`src/core/csd_defs.vh`:
```
`ifndef CSD_DEFS_VH
`define CSD_DEFS_VH

// ==========================================================
// Register offsets (4-bit address, 8-bit data)
`define CSD_ADDR_W             4
`define CSD_DATA_W             8
`define CSD_OFS_SCAN_CONFIG    4'h0
`define CSD_OFS_SCAN_STATUS    4'h1
`define CSD_OFS_CHANNEL_INPUT  4'h2
`define CSD_OFS_SHORT_THLD     4'h3
`define CSD_OFS_AUX_CONTROL    4'h4
`define CSD_OFS_DIAG_FLAGS     4'h5

// ==========================================================
// Scan configuration fields
`define CSD_SCAN_START_LSB     0
`define CSD_SCAN_START_MSB     2
`define CSD_SCAN_END_LSB       3
`define CSD_SCAN_END_MSB       5
`define CSD_SCAN_MODE_LSB      6
`define CSD_SCAN_MODE_MSB      7

// ==========================================================
// Scan modes
`define CSD_MODE_SINGLE_CONT   2'h0
`define CSD_MODE_MULTI_SINGLE  2'h1
`define CSD_MODE_MULTI_REPEAT  2'h2
`define CSD_MODE_MULTI_INJECT  2'h3

// ==========================================================
// Scan status fields
`define CSD_STAT_PENDING_BIT   0
`define CSD_STAT_STANDBY_BIT   1
`define CSD_STAT_CHAN_LSB      2
`define CSD_STAT_CHAN_MSB      4
`define CSD_STAT_MODE_LSB      5
`define CSD_STAT_MODE_MSB      6

// ==========================================================
// Diagnostic flag fields
`define CSD_DIAG_SHORT_BIT     0
`define CSD_DIAG_RAIL_BIT      1
`define CSD_DIAG_POR_BIT       2
`define CSD_DIAG_OFLO_LSB      3
`define CSD_DIAG_OFLO_MSB      4
`define CSD_DIAG_TAG_LSB       5
`define CSD_DIAG_TAG_MSB       7

// ==========================================================
// Overrange codes
`define CSD_OFLO_NORMAL        2'h0
`define CSD_OFLO_SOFT          2'h1
`define CSD_OFLO_POS           2'h2
`define CSD_OFLO_NEG           2'h3

// ==========================================================
// Sizes and reset values
`define CSD_NUM_CH             7
`define CSD_CH_W               3
`define CSD_RES_W              16
`define CSD_EXC_W              4
`define CSD_EXC_MAX            4'hA
`define CSD_RST_SCAN_CONFIG    8'h00
`define CSD_RST_CHANNEL_INPUT  7'h00
`define CSD_RST_SHORT_THLD     8'h00
`define CSD_RST_AUX_CONTROL    4'h0

`endif

```
`src/core/csd_sync.v`:
```
`timescale 1ns/1ps

// ==========================================================
// Three-stage pin synchroniser; output moves once stages 2 and 3 agree
module csd_sync (
    // Clock and reset
    input  wire core_clk_i,
    input  wire rst_i,
    // Pin side
    input  wire async_i,
    // Core side
    output reg  sync_o
);

    reg stage1;
    reg stage2;
    reg stage3;

    always @(posedge core_clk_i or posedge rst_i) begin
        if (rst_i) begin
            stage1 <= 1'b0;
            stage2 <= 1'b0;
            stage3 <= 1'b0;
            sync_o <= 1'b0;
        end else begin
            stage1 <= async_i;
            stage2 <= stage1;
            stage3 <= stage2;
            if (stage2 == stage3) begin
                sync_o <= stage3;
            end
        end
    end

endmodule // csd_sync

```
`src/core/csd_scan_diag.v`:
```
// Notes on behaviour
// - Four scan modes select scanning between start and end channel of one register.
// - Scan config writes sit in a shadow copy, moved to active at conversion start.
// - Further writes ignored while shadow is pending; a status bit shows pending.
// - Single-channel continuous mode converts only the start channel, forever.
// - Single-pass mode converts start to end once, then goes to standby.
// - Repeat mode converts start to end, then restarts at start, forever.
// - Injection mode sequences as repeat mode, injecting only after conversion ends.
// - Burnout drive exists in every mode, gated per channel by its enable bit.
// - Modes 0 to 2 inject into every enabled channel; software enables one only.
// - Injection mode drives burnout into the most recently sampled channel only.
// - Short flag set when result magnitude is within the threshold register value.
// - Near-rail flag follows the sampled channel being within 50mV of a rail.
// - Power-on flag set by reset, cleared by reading the flag register.
// - Overrange code: 0 normal, 1 soft overrange, 2 positive, 3 negative.
// - Channel tag names the previously converted channel whose results are shown.
// - Excitation select takes 11 codes, 0 to 10, in 100 microamp steps; writes above 10 are ignored.
`include "csd_defs.vh"
`timescale 1ns/1ps

module csd_scan_diag (
    // Clock and reset
    input  wire                        core_clk_i,
    input  wire                        rst_i,
    // Register port
    input  wire [`CSD_ADDR_W-1:0]      reg_addr_i,
    input  wire [`CSD_DATA_W-1:0]      reg_wdata_i,
    input  wire                        reg_wr_i,
    input  wire                        reg_rd_i,
    output reg  [`CSD_DATA_W-1:0]      reg_rdata_o,
    // Converter handshake
    input  wire                        conv_start_i,
    input  wire                        conv_done_i,
    input  wire [`CSD_RES_W-1:0]       conv_result_i,
    input  wire                        over_soft_i,
    input  wire                        over_pos_i,
    input  wire                        over_neg_i,
    // Analog comparator pin
    input  wire                        near_rail_i,
    // Sequencer outputs
    output reg                         conv_enable_o,
    output reg  [`CSD_CH_W-1:0]        conv_channel_o,
    output reg  [`CSD_NUM_CH-1:0]      burnout_o,
    output reg  [`CSD_EXC_W-1:0]       excitation_current_select_o
);

    // ==========================================================
    // Channel decode
    function [`CSD_NUM_CH-1:0] chan_onehot;
        input [`CSD_CH_W-1:0] ch;
        integer k;
        begin
            chan_onehot = {`CSD_NUM_CH{1'b0}};
            for (k = 0; k < `CSD_NUM_CH; k = k + 1) begin
                if (ch == k[`CSD_CH_W-1:0]) begin
                    chan_onehot[k] = 1'b1;
                end
            end
        end
    endfunction

    // ==========================================================
    // State
    reg  [`CSD_DATA_W-1:0]   scan_shadow;
    reg  [`CSD_DATA_W-1:0]   scan_config_reg;
    reg                      scan_update_pending;
    reg                      standby;
    reg  [`CSD_NUM_CH-1:0]   channel_input_config;
    reg  [`CSD_DATA_W-1:0]   short_threshold_reg;
    reg  [`CSD_EXC_W-1:0]    excitation_current_select;
    reg                      short_detect_flag;
    reg                      near_rail_flag;
    reg                      power_on_since_read_flag;
    reg  [1:0]               overrange_code;
    reg  [`CSD_CH_W-1:0]     result_channel_tag;
    reg  [`CSD_CH_W-1:0]     cur_channel;
    wire                     near_rail_sync;

    wire [1:0]            scan_mode_select;
    wire [`CSD_CH_W-1:0]  scan_start_channel;
    wire [`CSD_CH_W-1:0]  scan_end_channel;

    assign scan_mode_select   = scan_config_reg[`CSD_SCAN_MODE_MSB:`CSD_SCAN_MODE_LSB];
    assign scan_start_channel = scan_config_reg[`CSD_SCAN_START_MSB:`CSD_SCAN_START_LSB];
    assign scan_end_channel   = scan_config_reg[`CSD_SCAN_END_MSB:`CSD_SCAN_END_LSB];

    wire wr_scan;
    wire wr_chan;
    wire wr_thld;
    wire wr_aux;
    wire rd_diag;

    assign wr_scan = reg_wr_i && (reg_addr_i == `CSD_OFS_SCAN_CONFIG);
    assign wr_chan = reg_wr_i && (reg_addr_i == `CSD_OFS_CHANNEL_INPUT);
    assign wr_thld = reg_wr_i && (reg_addr_i == `CSD_OFS_SHORT_THLD);
    assign wr_aux  = reg_wr_i && (reg_addr_i == `CSD_OFS_AUX_CONTROL);
    assign rd_diag = reg_rd_i && (reg_addr_i == `CSD_OFS_DIAG_FLAGS);

    // ==========================================================
    // Near-rail comparator arrives from the analog side
    csd_sync u_rail_sync (
        .core_clk_i (core_clk_i),
        .rst_i      (rst_i),
        .async_i    (near_rail_i),
        .sync_o     (near_rail_sync)
    );

    // ==========================================================
    // Plain configuration registers
    always @(posedge core_clk_i or posedge rst_i) begin
        if (rst_i) begin
            channel_input_config      <= `CSD_RST_CHANNEL_INPUT;
            short_threshold_reg       <= `CSD_RST_SHORT_THLD;
            excitation_current_select <= `CSD_RST_AUX_CONTROL;
        end else begin
            if (wr_chan) begin
                channel_input_config <= reg_wdata_i[`CSD_NUM_CH-1:0];
            end
            if (wr_thld) begin
                short_threshold_reg <= reg_wdata_i;
            end
            // Codes above the top step would ask for more current than exists
            if (wr_aux && (reg_wdata_i[`CSD_EXC_W-1:0] <= `CSD_EXC_MAX)) begin
                excitation_current_select <= reg_wdata_i[`CSD_EXC_W-1:0];
            end
        end
    end

    // ==========================================================
    // Double-buffered scan configuration and sequencer
    reg [`CSD_CH_W-1:0] next_channel;
    reg                 next_standby;

    always @* begin
        next_channel = cur_channel;
        next_standby = standby;
        case (scan_mode_select)
            `CSD_MODE_SINGLE_CONT: begin
                next_channel = scan_start_channel;
            end
            `CSD_MODE_MULTI_SINGLE: begin
                if (cur_channel >= scan_end_channel) begin
                    next_standby = 1'b1;
                end else begin
                    next_channel = cur_channel + 3'h1;
                end
            end
            `CSD_MODE_MULTI_REPEAT,
            `CSD_MODE_MULTI_INJECT: begin
                // A reversed range behaves as a one-channel loop on the start channel
                if (cur_channel >= scan_end_channel) begin
                    next_channel = scan_start_channel;
                end else begin
                    next_channel = cur_channel + 3'h1;
                end
            end
            default: begin
                next_channel = scan_start_channel;
            end
        endcase
    end

    always @(posedge core_clk_i or posedge rst_i) begin
        if (rst_i) begin
            scan_shadow         <= `CSD_RST_SCAN_CONFIG;
            scan_config_reg     <= `CSD_RST_SCAN_CONFIG;
            scan_update_pending <= 1'b0;
            standby             <= 1'b0;
            cur_channel         <= {`CSD_CH_W{1'b0}};
        end else begin
            if (conv_start_i && scan_update_pending) begin
                scan_config_reg     <= scan_shadow;
                scan_update_pending <= 1'b0;
                standby             <= 1'b0;
                cur_channel         <= scan_shadow[`CSD_SCAN_START_MSB:`CSD_SCAN_START_LSB];
            end else begin
                if (wr_scan && !scan_update_pending) begin
                    scan_shadow         <= reg_wdata_i;
                    scan_update_pending <= 1'b1;
                end
                if (conv_done_i && !standby) begin
                    cur_channel <= next_channel;
                    standby     <= next_standby;
                end
            end
        end
    end

    // ==========================================================
    // Diagnostic flags, latched with each finished conversion
    wire [`CSD_RES_W-1:0] res_mag;

    // Full-scale negative maps to 0x8000, correct as an unsigned magnitude
    assign res_mag = conv_result_i[`CSD_RES_W-1] ? (~conv_result_i + 16'h0001) : conv_result_i;

    always @(posedge core_clk_i or posedge rst_i) begin
        if (rst_i) begin
            short_detect_flag  <= 1'b0;
            near_rail_flag     <= 1'b0;
            overrange_code     <= `CSD_OFLO_NORMAL;
            result_channel_tag <= {`CSD_CH_W{1'b0}};
        end else if (conv_done_i && !standby) begin
            // Threshold scaling equals result code units, so codes compare directly
            short_detect_flag  <= (res_mag <= {8'h00, short_threshold_reg});
            near_rail_flag     <= near_rail_sync;
            result_channel_tag <= cur_channel;
            if (over_pos_i) begin
                overrange_code <= `CSD_OFLO_POS;
            end else if (over_neg_i) begin
                overrange_code <= `CSD_OFLO_NEG;
            end else if (over_soft_i) begin
                overrange_code <= `CSD_OFLO_SOFT;
            end else begin
                overrange_code <= `CSD_OFLO_NORMAL;
            end
        end
    end

    // Reset is the power-on event; it forces the flag high even mid-read
    always @(posedge core_clk_i or posedge rst_i) begin
        if (rst_i) begin
            power_on_since_read_flag <= 1'b1;
        end else if (rd_diag) begin
            power_on_since_read_flag <= 1'b0;
        end
    end

    // ==========================================================
    // Burnout and sequencer outputs
    reg [`CSD_NUM_CH-1:0] next_burnout;

    always @* begin
        next_burnout = {`CSD_NUM_CH{1'b0}};
        if (scan_mode_select == `CSD_MODE_MULTI_INJECT) begin
            // Last sampled channel only, so the live conversion stays clean
            next_burnout = chan_onehot(result_channel_tag) & channel_input_config;
        end else begin
            next_burnout = channel_input_config;
        end
    end

    always @(posedge core_clk_i or posedge rst_i) begin
        if (rst_i) begin
            burnout_o                   <= {`CSD_NUM_CH{1'b0}};
            conv_enable_o               <= 1'b0;
            conv_channel_o              <= {`CSD_CH_W{1'b0}};
            excitation_current_select_o <= `CSD_RST_AUX_CONTROL;
        end else begin
            burnout_o                   <= next_burnout;
            conv_enable_o               <= !standby;
            conv_channel_o              <= cur_channel;
            excitation_current_select_o <= excitation_current_select;
        end
    end

    // ==========================================================
    // Read port, data valid the cycle after the strobe
    reg [`CSD_DATA_W-1:0] next_rdata;

    always @* begin
        next_rdata = {`CSD_DATA_W{1'b0}};
        case (reg_addr_i)
            `CSD_OFS_SCAN_CONFIG: begin
                next_rdata = scan_shadow;
            end
            `CSD_OFS_SCAN_STATUS: begin
                next_rdata[`CSD_STAT_PENDING_BIT] = scan_update_pending;
                next_rdata[`CSD_STAT_STANDBY_BIT] = standby;
                next_rdata[`CSD_STAT_CHAN_MSB:`CSD_STAT_CHAN_LSB] = cur_channel;
                next_rdata[`CSD_STAT_MODE_MSB:`CSD_STAT_MODE_LSB] = scan_mode_select;
            end
            `CSD_OFS_CHANNEL_INPUT: begin
                next_rdata[`CSD_NUM_CH-1:0] = channel_input_config;
            end
            `CSD_OFS_SHORT_THLD: begin
                next_rdata = short_threshold_reg;
            end
            `CSD_OFS_AUX_CONTROL: begin
                next_rdata[`CSD_EXC_W-1:0] = excitation_current_select;
            end
            `CSD_OFS_DIAG_FLAGS: begin
                next_rdata[`CSD_DIAG_SHORT_BIT] = short_detect_flag;
                next_rdata[`CSD_DIAG_RAIL_BIT]  = near_rail_flag;
                next_rdata[`CSD_DIAG_POR_BIT]   = power_on_since_read_flag;
                next_rdata[`CSD_DIAG_OFLO_MSB:`CSD_DIAG_OFLO_LSB] = overrange_code;
                next_rdata[`CSD_DIAG_TAG_MSB:`CSD_DIAG_TAG_LSB]   = result_channel_tag;
            end
            default: begin
                next_rdata = {`CSD_DATA_W{1'b0}};
            end
        endcase
    end

    always @(posedge core_clk_i or posedge rst_i) begin
        if (rst_i) begin
            reg_rdata_o <= {`CSD_DATA_W{1'b0}};
        end else if (reg_rd_i) begin
            reg_rdata_o <= next_rdata;
        end else begin
            reg_rdata_o <= {`CSD_DATA_W{1'b0}};
        end
    end

endmodule // csd_scan_diag

```
`config.mk`:
```
export PLATFORM = sky130hd
export DESIGN_NAME = csd_scan_diag
export DESIGN_NICKNAME = d
export VERILOG_FILES = /design/src/core/csd_sync.v /design/src/core/csd_scan_diag.v
export VERILOG_INCLUDE_DIRS = /design/src /design/src/core
export SDC_FILE = /design/constraint.sdc
export NUM_CORES = 1
export LEC_CHECK = 0
export CAP_MARGIN = 40
export CORE_ASPECT_RATIO = 1.2
export CORE_MARGIN = 2
export CORE_UTILIZATION = 63
export CTS_CLUSTER_DIAMETER = 100
export CTS_CLUSTER_SIZE = 10
export DETAILED_ROUTE_END_ITERATION = 8
export DONT_BUFFER_PORTS = 1
export MAX_ROUTING_LAYER = met4
export PLACE_DENSITY_LB_ADDON = 0.12
export REMOVE_ABC_BUFFERS = 1
export SYNTH_ARGS = -nofsm -noshare
export SYNTH_HDL_FRONTEND = slang
export SYNTH_SLANG_ARGS = --single-unit
```
`constraint.sdc`:
```
create_clock -name core_clk_i -period 3.4 [get_ports core_clk_i]
set_input_delay 0.68 -clock core_clk_i [delete_from_list [all_inputs] [get_ports core_clk_i]]
set_output_delay 0.68 -clock core_clk_i [all_outputs]
set_load 0.1 [all_outputs]
```
Word-level counts from Yosys, hierarchy flattened
Cells that the tools add are included.

Muxes and demuxes: 34. Bitwise gates (word level): 3. Magnitude comparators: 3. Reductions and logical operators: 22. $add $sub $neg: 2. Equality and inequality tests: 16.

Operator list (number): 4-bit case mux with 6 select lines (1); 1-bit two-way mux (21); 16-bit by 1-bit adder with 16-bit output, second input constant (1); 16-bit by 8-bit <= comparator with 1-bit output (1); 16-bit two-way mux (1); 16-bit NOT (1); 3-bit case mux with 5 select lines (1); 3-bit two-way mux (4); 3-bit == test, second input constant (3); 1-bit logical AND (9); 3-bit case mux with 3 select lines (1); 4-bit by 2-bit == test with 1-bit output, second input constant (2); 4-bit by 3-bit == test with 1-bit output, second input constant (2); 8-bit two-way mux (1); 2-bit nonzero test (4); 7-bit bitwise AND (1); 7-bit two-way mux (1); 3-bit by 2-bit == test with 1-bit output, second input constant (2); 2-bit == test, second input constant (2); 4-bit by 1-bit == test with 1-bit output, second input constant (1); 4-bit <= comparator, second input constant (1); 4-bit zero test (1); 2-bit two-way mux (2); 2-bit AND reduction (2); 13 further kinds (14).

Output and inout bits: 23. Bits in registers: 75.

Longest topological paths before layout
Word-level depth: 5. Mapped depth: 12. Depth with buffers taken out: 12.

Modules after synthesis
A second synthesis with hierarchy kept.

Cells, all modules: 316. Area, all modules: 3584.7 µm².

Modules (own cells, without submodules): csd_scan_diag (cells an instance 310, instances 1, sequential area each 1778.0 µm², area an instance 3469.6 µm²); csd_sync (cells an instance 6, instances 1, sequential area each 100.1 µm², area an instance 115.1 µm²).

Worst setup path before layout
Ideal clock, no wire load.

Path type: input to register. Start: input port conv_result_i[3]. End: register short_detect_flag. Path buffers: 0. Required time: 3.279 ns. Cell stages on the path: 8. Data arrival time: 2.534 ns. Path slack: 0.745 ns. Path through: or4_1 o21ai_0 xnor2_1 ha_1 nand4_1 nor2_1 or3_1 a32o_2.

Cells in the longest elaborated chain, start to end: 4.

RTL lines: start, declared (RTL line csd_scan_diag.v:34) `` input wire [`CSD_RES_W-1:0] conv_result_i, ``; 16-bit NOT (RTL line csd_scan_diag.v:194) `` assign res_mag = conv_result_i[`CSD_RES_W-1] ? (~conv_result_i + 16'h0001) : conv_result_i; ``; 16-bit by 1-bit adder with 16-bit output (RTL line csd_scan_diag.v:194); 16-bit two-way mux (*) (RTL line csd_scan_diag.v:194); 16-bit by 8-bit <= comparator with 1-bit output (*) (RTL line csd_scan_diag.v:204) `short_detect_flag <= (res_mag <= {8'h00, short_threshold_reg});`; end signal, assigned (RTL line csd_scan_diag.v:204); end, declared (RTL line csd_scan_diag.v:71) `reg short_detect_flag;`.

Every way passes the cells marked *; elsewhere a longest branch is shown, timed or not. A chain may end at the register's enable or synchronous reset.

Final worst setup path
Same ends and word-level chain as after synthesis.

==> impl_metrics.ini <==
[critical_path]
cp_slowest_cell = or4_1
cp-start-kind = input pin
critPathKind = input pin to register
worstReg2RegStart = cur_channel[0]
crit_start = conv_result_i[3]
crit_arrival_ns = 2.65
cp-end-kind = register
cp_max_fo = 6
max_stage_delay_ns = 0.56
path_cells = or4_1, o21ai_0, xnor2_1, ha_1, nand4_1, nor2_1, or3_1, a32o_2
r2r_slack_ns = 1.16
cp.required_ns = 3.64

[synth]
netlist_instances = 314
synth_top_family_by_area = compound AO/OA/AOI/OAI gates
muxShareOfSynthArea = 0.111
seq_area_frac_synth = 0.520
ys.flop_type = dfrtp_1
synth_warnings = 0
synth.cell_area_mm2 = 0.00361
syn_area_per_cell_um2 = 11.5
synth-simple-area-share = 0.123
synth_edf_count = 0
yosysUniqueCellTypes = 51
synth_fa_ha_area_frac = 0.0478
async_reset_ff_frac = 1.00
ys_seq_elements = 75
synth_xor_xnor_area_share = 0.0170
synth_compound_area_frac = 0.153

[sta]
setup_viol = 0
layout_setup_ws_ns = 0.984
max_slew.worst_pin.slew_ns = 0.877
finClkSkew_ns = 0.00997
max_freq_mhz = 414
slew_headroom = 0.415
finalHoldViolations = 0
period_share = 0.710
rsz0062_at_grt = false
setup_tns_ns = 0
min_period_ns = 2.42
hold_ws_ns = 0.197
finalMaxSlewViolations = 0

[routing]
finalWirelength_um = 7580
ant_nets = 0
drt_pre_antenna_iters = 5
vias = 2575
via_per_inst = 6.50
drc = 0
drtIter0Drc = 261
wl_per_cell_um = 19.1

[global_route]
antenna_found_initial = 0
track_usage = 0.267
grt-ovfl-total = 0
grt_pass1_wl_um = 12100
grt_max_degree = 35
grt_pass1_vias = 2485

[clocking]
cts_buffers = 9
ctsHoldBuffers = 0
htree_levels = 3
cts.sinks = 75
cts.path.max_buffers = 2
cts_setup_buffers = 0
insertion_delay_ns = 0.35
cts_root_buf = clkbuf_8
cts_tree = yes
cts_resized = 0
cts.reportedPaths.clkPinSlew_ns = 0.08

[pwr]
p_seq_frac = 0.576
powerDensity_mw_per_mm2 = 752
max-vdd-ir-drop_uv = 476
total_power_mw = 2.98
combPwrFrac = 0.167
swShare = 0.397
pwr-share-clk = 0.257
p_leak_nw = 1.79
p_sw_mw = 1.18
p_int_mw = 1.80

[flow_run]
drv_cap = 0

[cells_and_area]
n_antenna_cell = 0
final_core_util = 0.709
nets = 378
area_growth_pct = 9.81
layoutNonFillerInstCount = 396
drive_above_1_share = 0.202
final_cell_area_mm2 = 0.00396

[place]
dpl-instance-area_mm2 = 0.00374
place_ws_ns = 0.623
post-place-cells = 380
buffer_ports.inserted = 0
place_hpwl_um = 5700
place_congestion = 0.840

[die]
initial_core_util = 0.645
design.die.area_mm2 = 0.00635
fp.dieH_um = 86.9
coreArea_mm2 = 0.00559
chipWidth_um = 73.1
ios = 61
num_rows = 30

[outcome]
status = finished clean

[min_path]
holdCritPathClass = input pin to asynchronous set/reset pin
layout make-up:
type / count / area [um^2]
well taps: 64 / 80.1
inverters: 20 / 75.1
repair buffers: 8 / 70.1
flip-flops and latches: 75 / 1880
multi-input cells: 213 / 1630
clock buffers: 11 / 141
clock inverters: 5 / 85.1
fillers: 389 / 1630
cells by family after synthesis:
family | Yosys count
flip-flops | 75
AND/OR/NAND/NOR | 77
AO/OA/AOI/OAI | 79
buffers and inverters | 26
multiplexers | 36
adder cells (fa/ha/maj) | 14
XOR/XNOR | 7
routing by layer:
metal	global-route usage	share of wire	vias to the layer above
li1	-	-	1179
met1	0.354	0.42	1255
met2	0.400	0.48	125
met3	0.0822	0.078	16
met4	0.0758	0.018	0
met5	-	0	-
critical path, delay by kind of cell:
family	cells	cell delay, ns
compound gates	2	0.47
fa+ha+maj	1	0.27
simple gates	4	1.07
xor+xnor	1	0.16
synth_stat cells (2+ instances only):
cell | n | area share
a21o_1 | 10 | 0.021
a21oi_1 | 10 | 0.014
a222oi_1 | 4 | 0.011
a22oi_1 | 15 | 0.031
a31oi_1 | 9 | 0.016
and3_1 | 3 | 0.0052
clkbuf_1 | 6 | 0.0062
dfrtp_1 | 74 | 0.51
ha_1 | 13 | 0.045
inv_1 | 20 | 0.021
mux2_2 | 33 | 0.10
mux2i_1 | 3 | 0.0083
nand2_1 | 17 | 0.018
nand2b_1 | 8 | 0.014
nand3_1 | 3 | 0.0042
nand4_1 | 3 | 0.0052
nor2_1 | 14 | 0.015
nor2b_1 | 8 | 0.014
nor3_1 | 7 | 0.0097
o21a_1 | 3 | 0.0062
o21ai_0 | 13 | 0.018
o31ai_1 | 2 | 0.0042
or3_1 | 3 | 0.0052
xnor2_1 | 6 | 0.015
power by group through the flow:
stage / clock network (mW) / logic (mW) / registers (mW)
5_1_grt: 0.823 / 0.575 / 1.74
4_1_cts: 0.777 / 0.504 / 1.71
6_report: 0.765 / 0.498 / 1.72
3_5_place_dp: 0 / 0.500 / 1.73
2_1_floorplan: 0 / 0.407 / 1.66
3_3_place_gp: 0 / 0.474 / 1.72
layout by cell type (no fill, tap or decap), types with 4 or more instances in the layout:
master and n:
a31oi_1 9, nor2b_1 8, ha_1 13, nand2_1 17
nor3_1 7, a21o_1 10, mux2_2 33, a22oi_1 15
a21oi_1 10, nor2_1 14, nand2b_1 8, o21ai_0 13
dfrtp_1 74, xnor2_1 6, inv_1 19, a222oi_1 4
clkbuf_8 10, buf_4 6
worst paths after layout:
check | cells after the start | to
worst max-delay path | 8 | short_detect_flag
worst min-delay path | 1 | burnout_o[5]
worst max register to register | 8 | cur_channel[0]
worst min register to register | 0 | u_rail_sync.stage2
max in group asynchronous | 3 | power_on_since_read_flag
min in group core_clk_i | 0 | u_rail_sync.stage1
No activity file was read; power rests on OpenSTA's default activity.
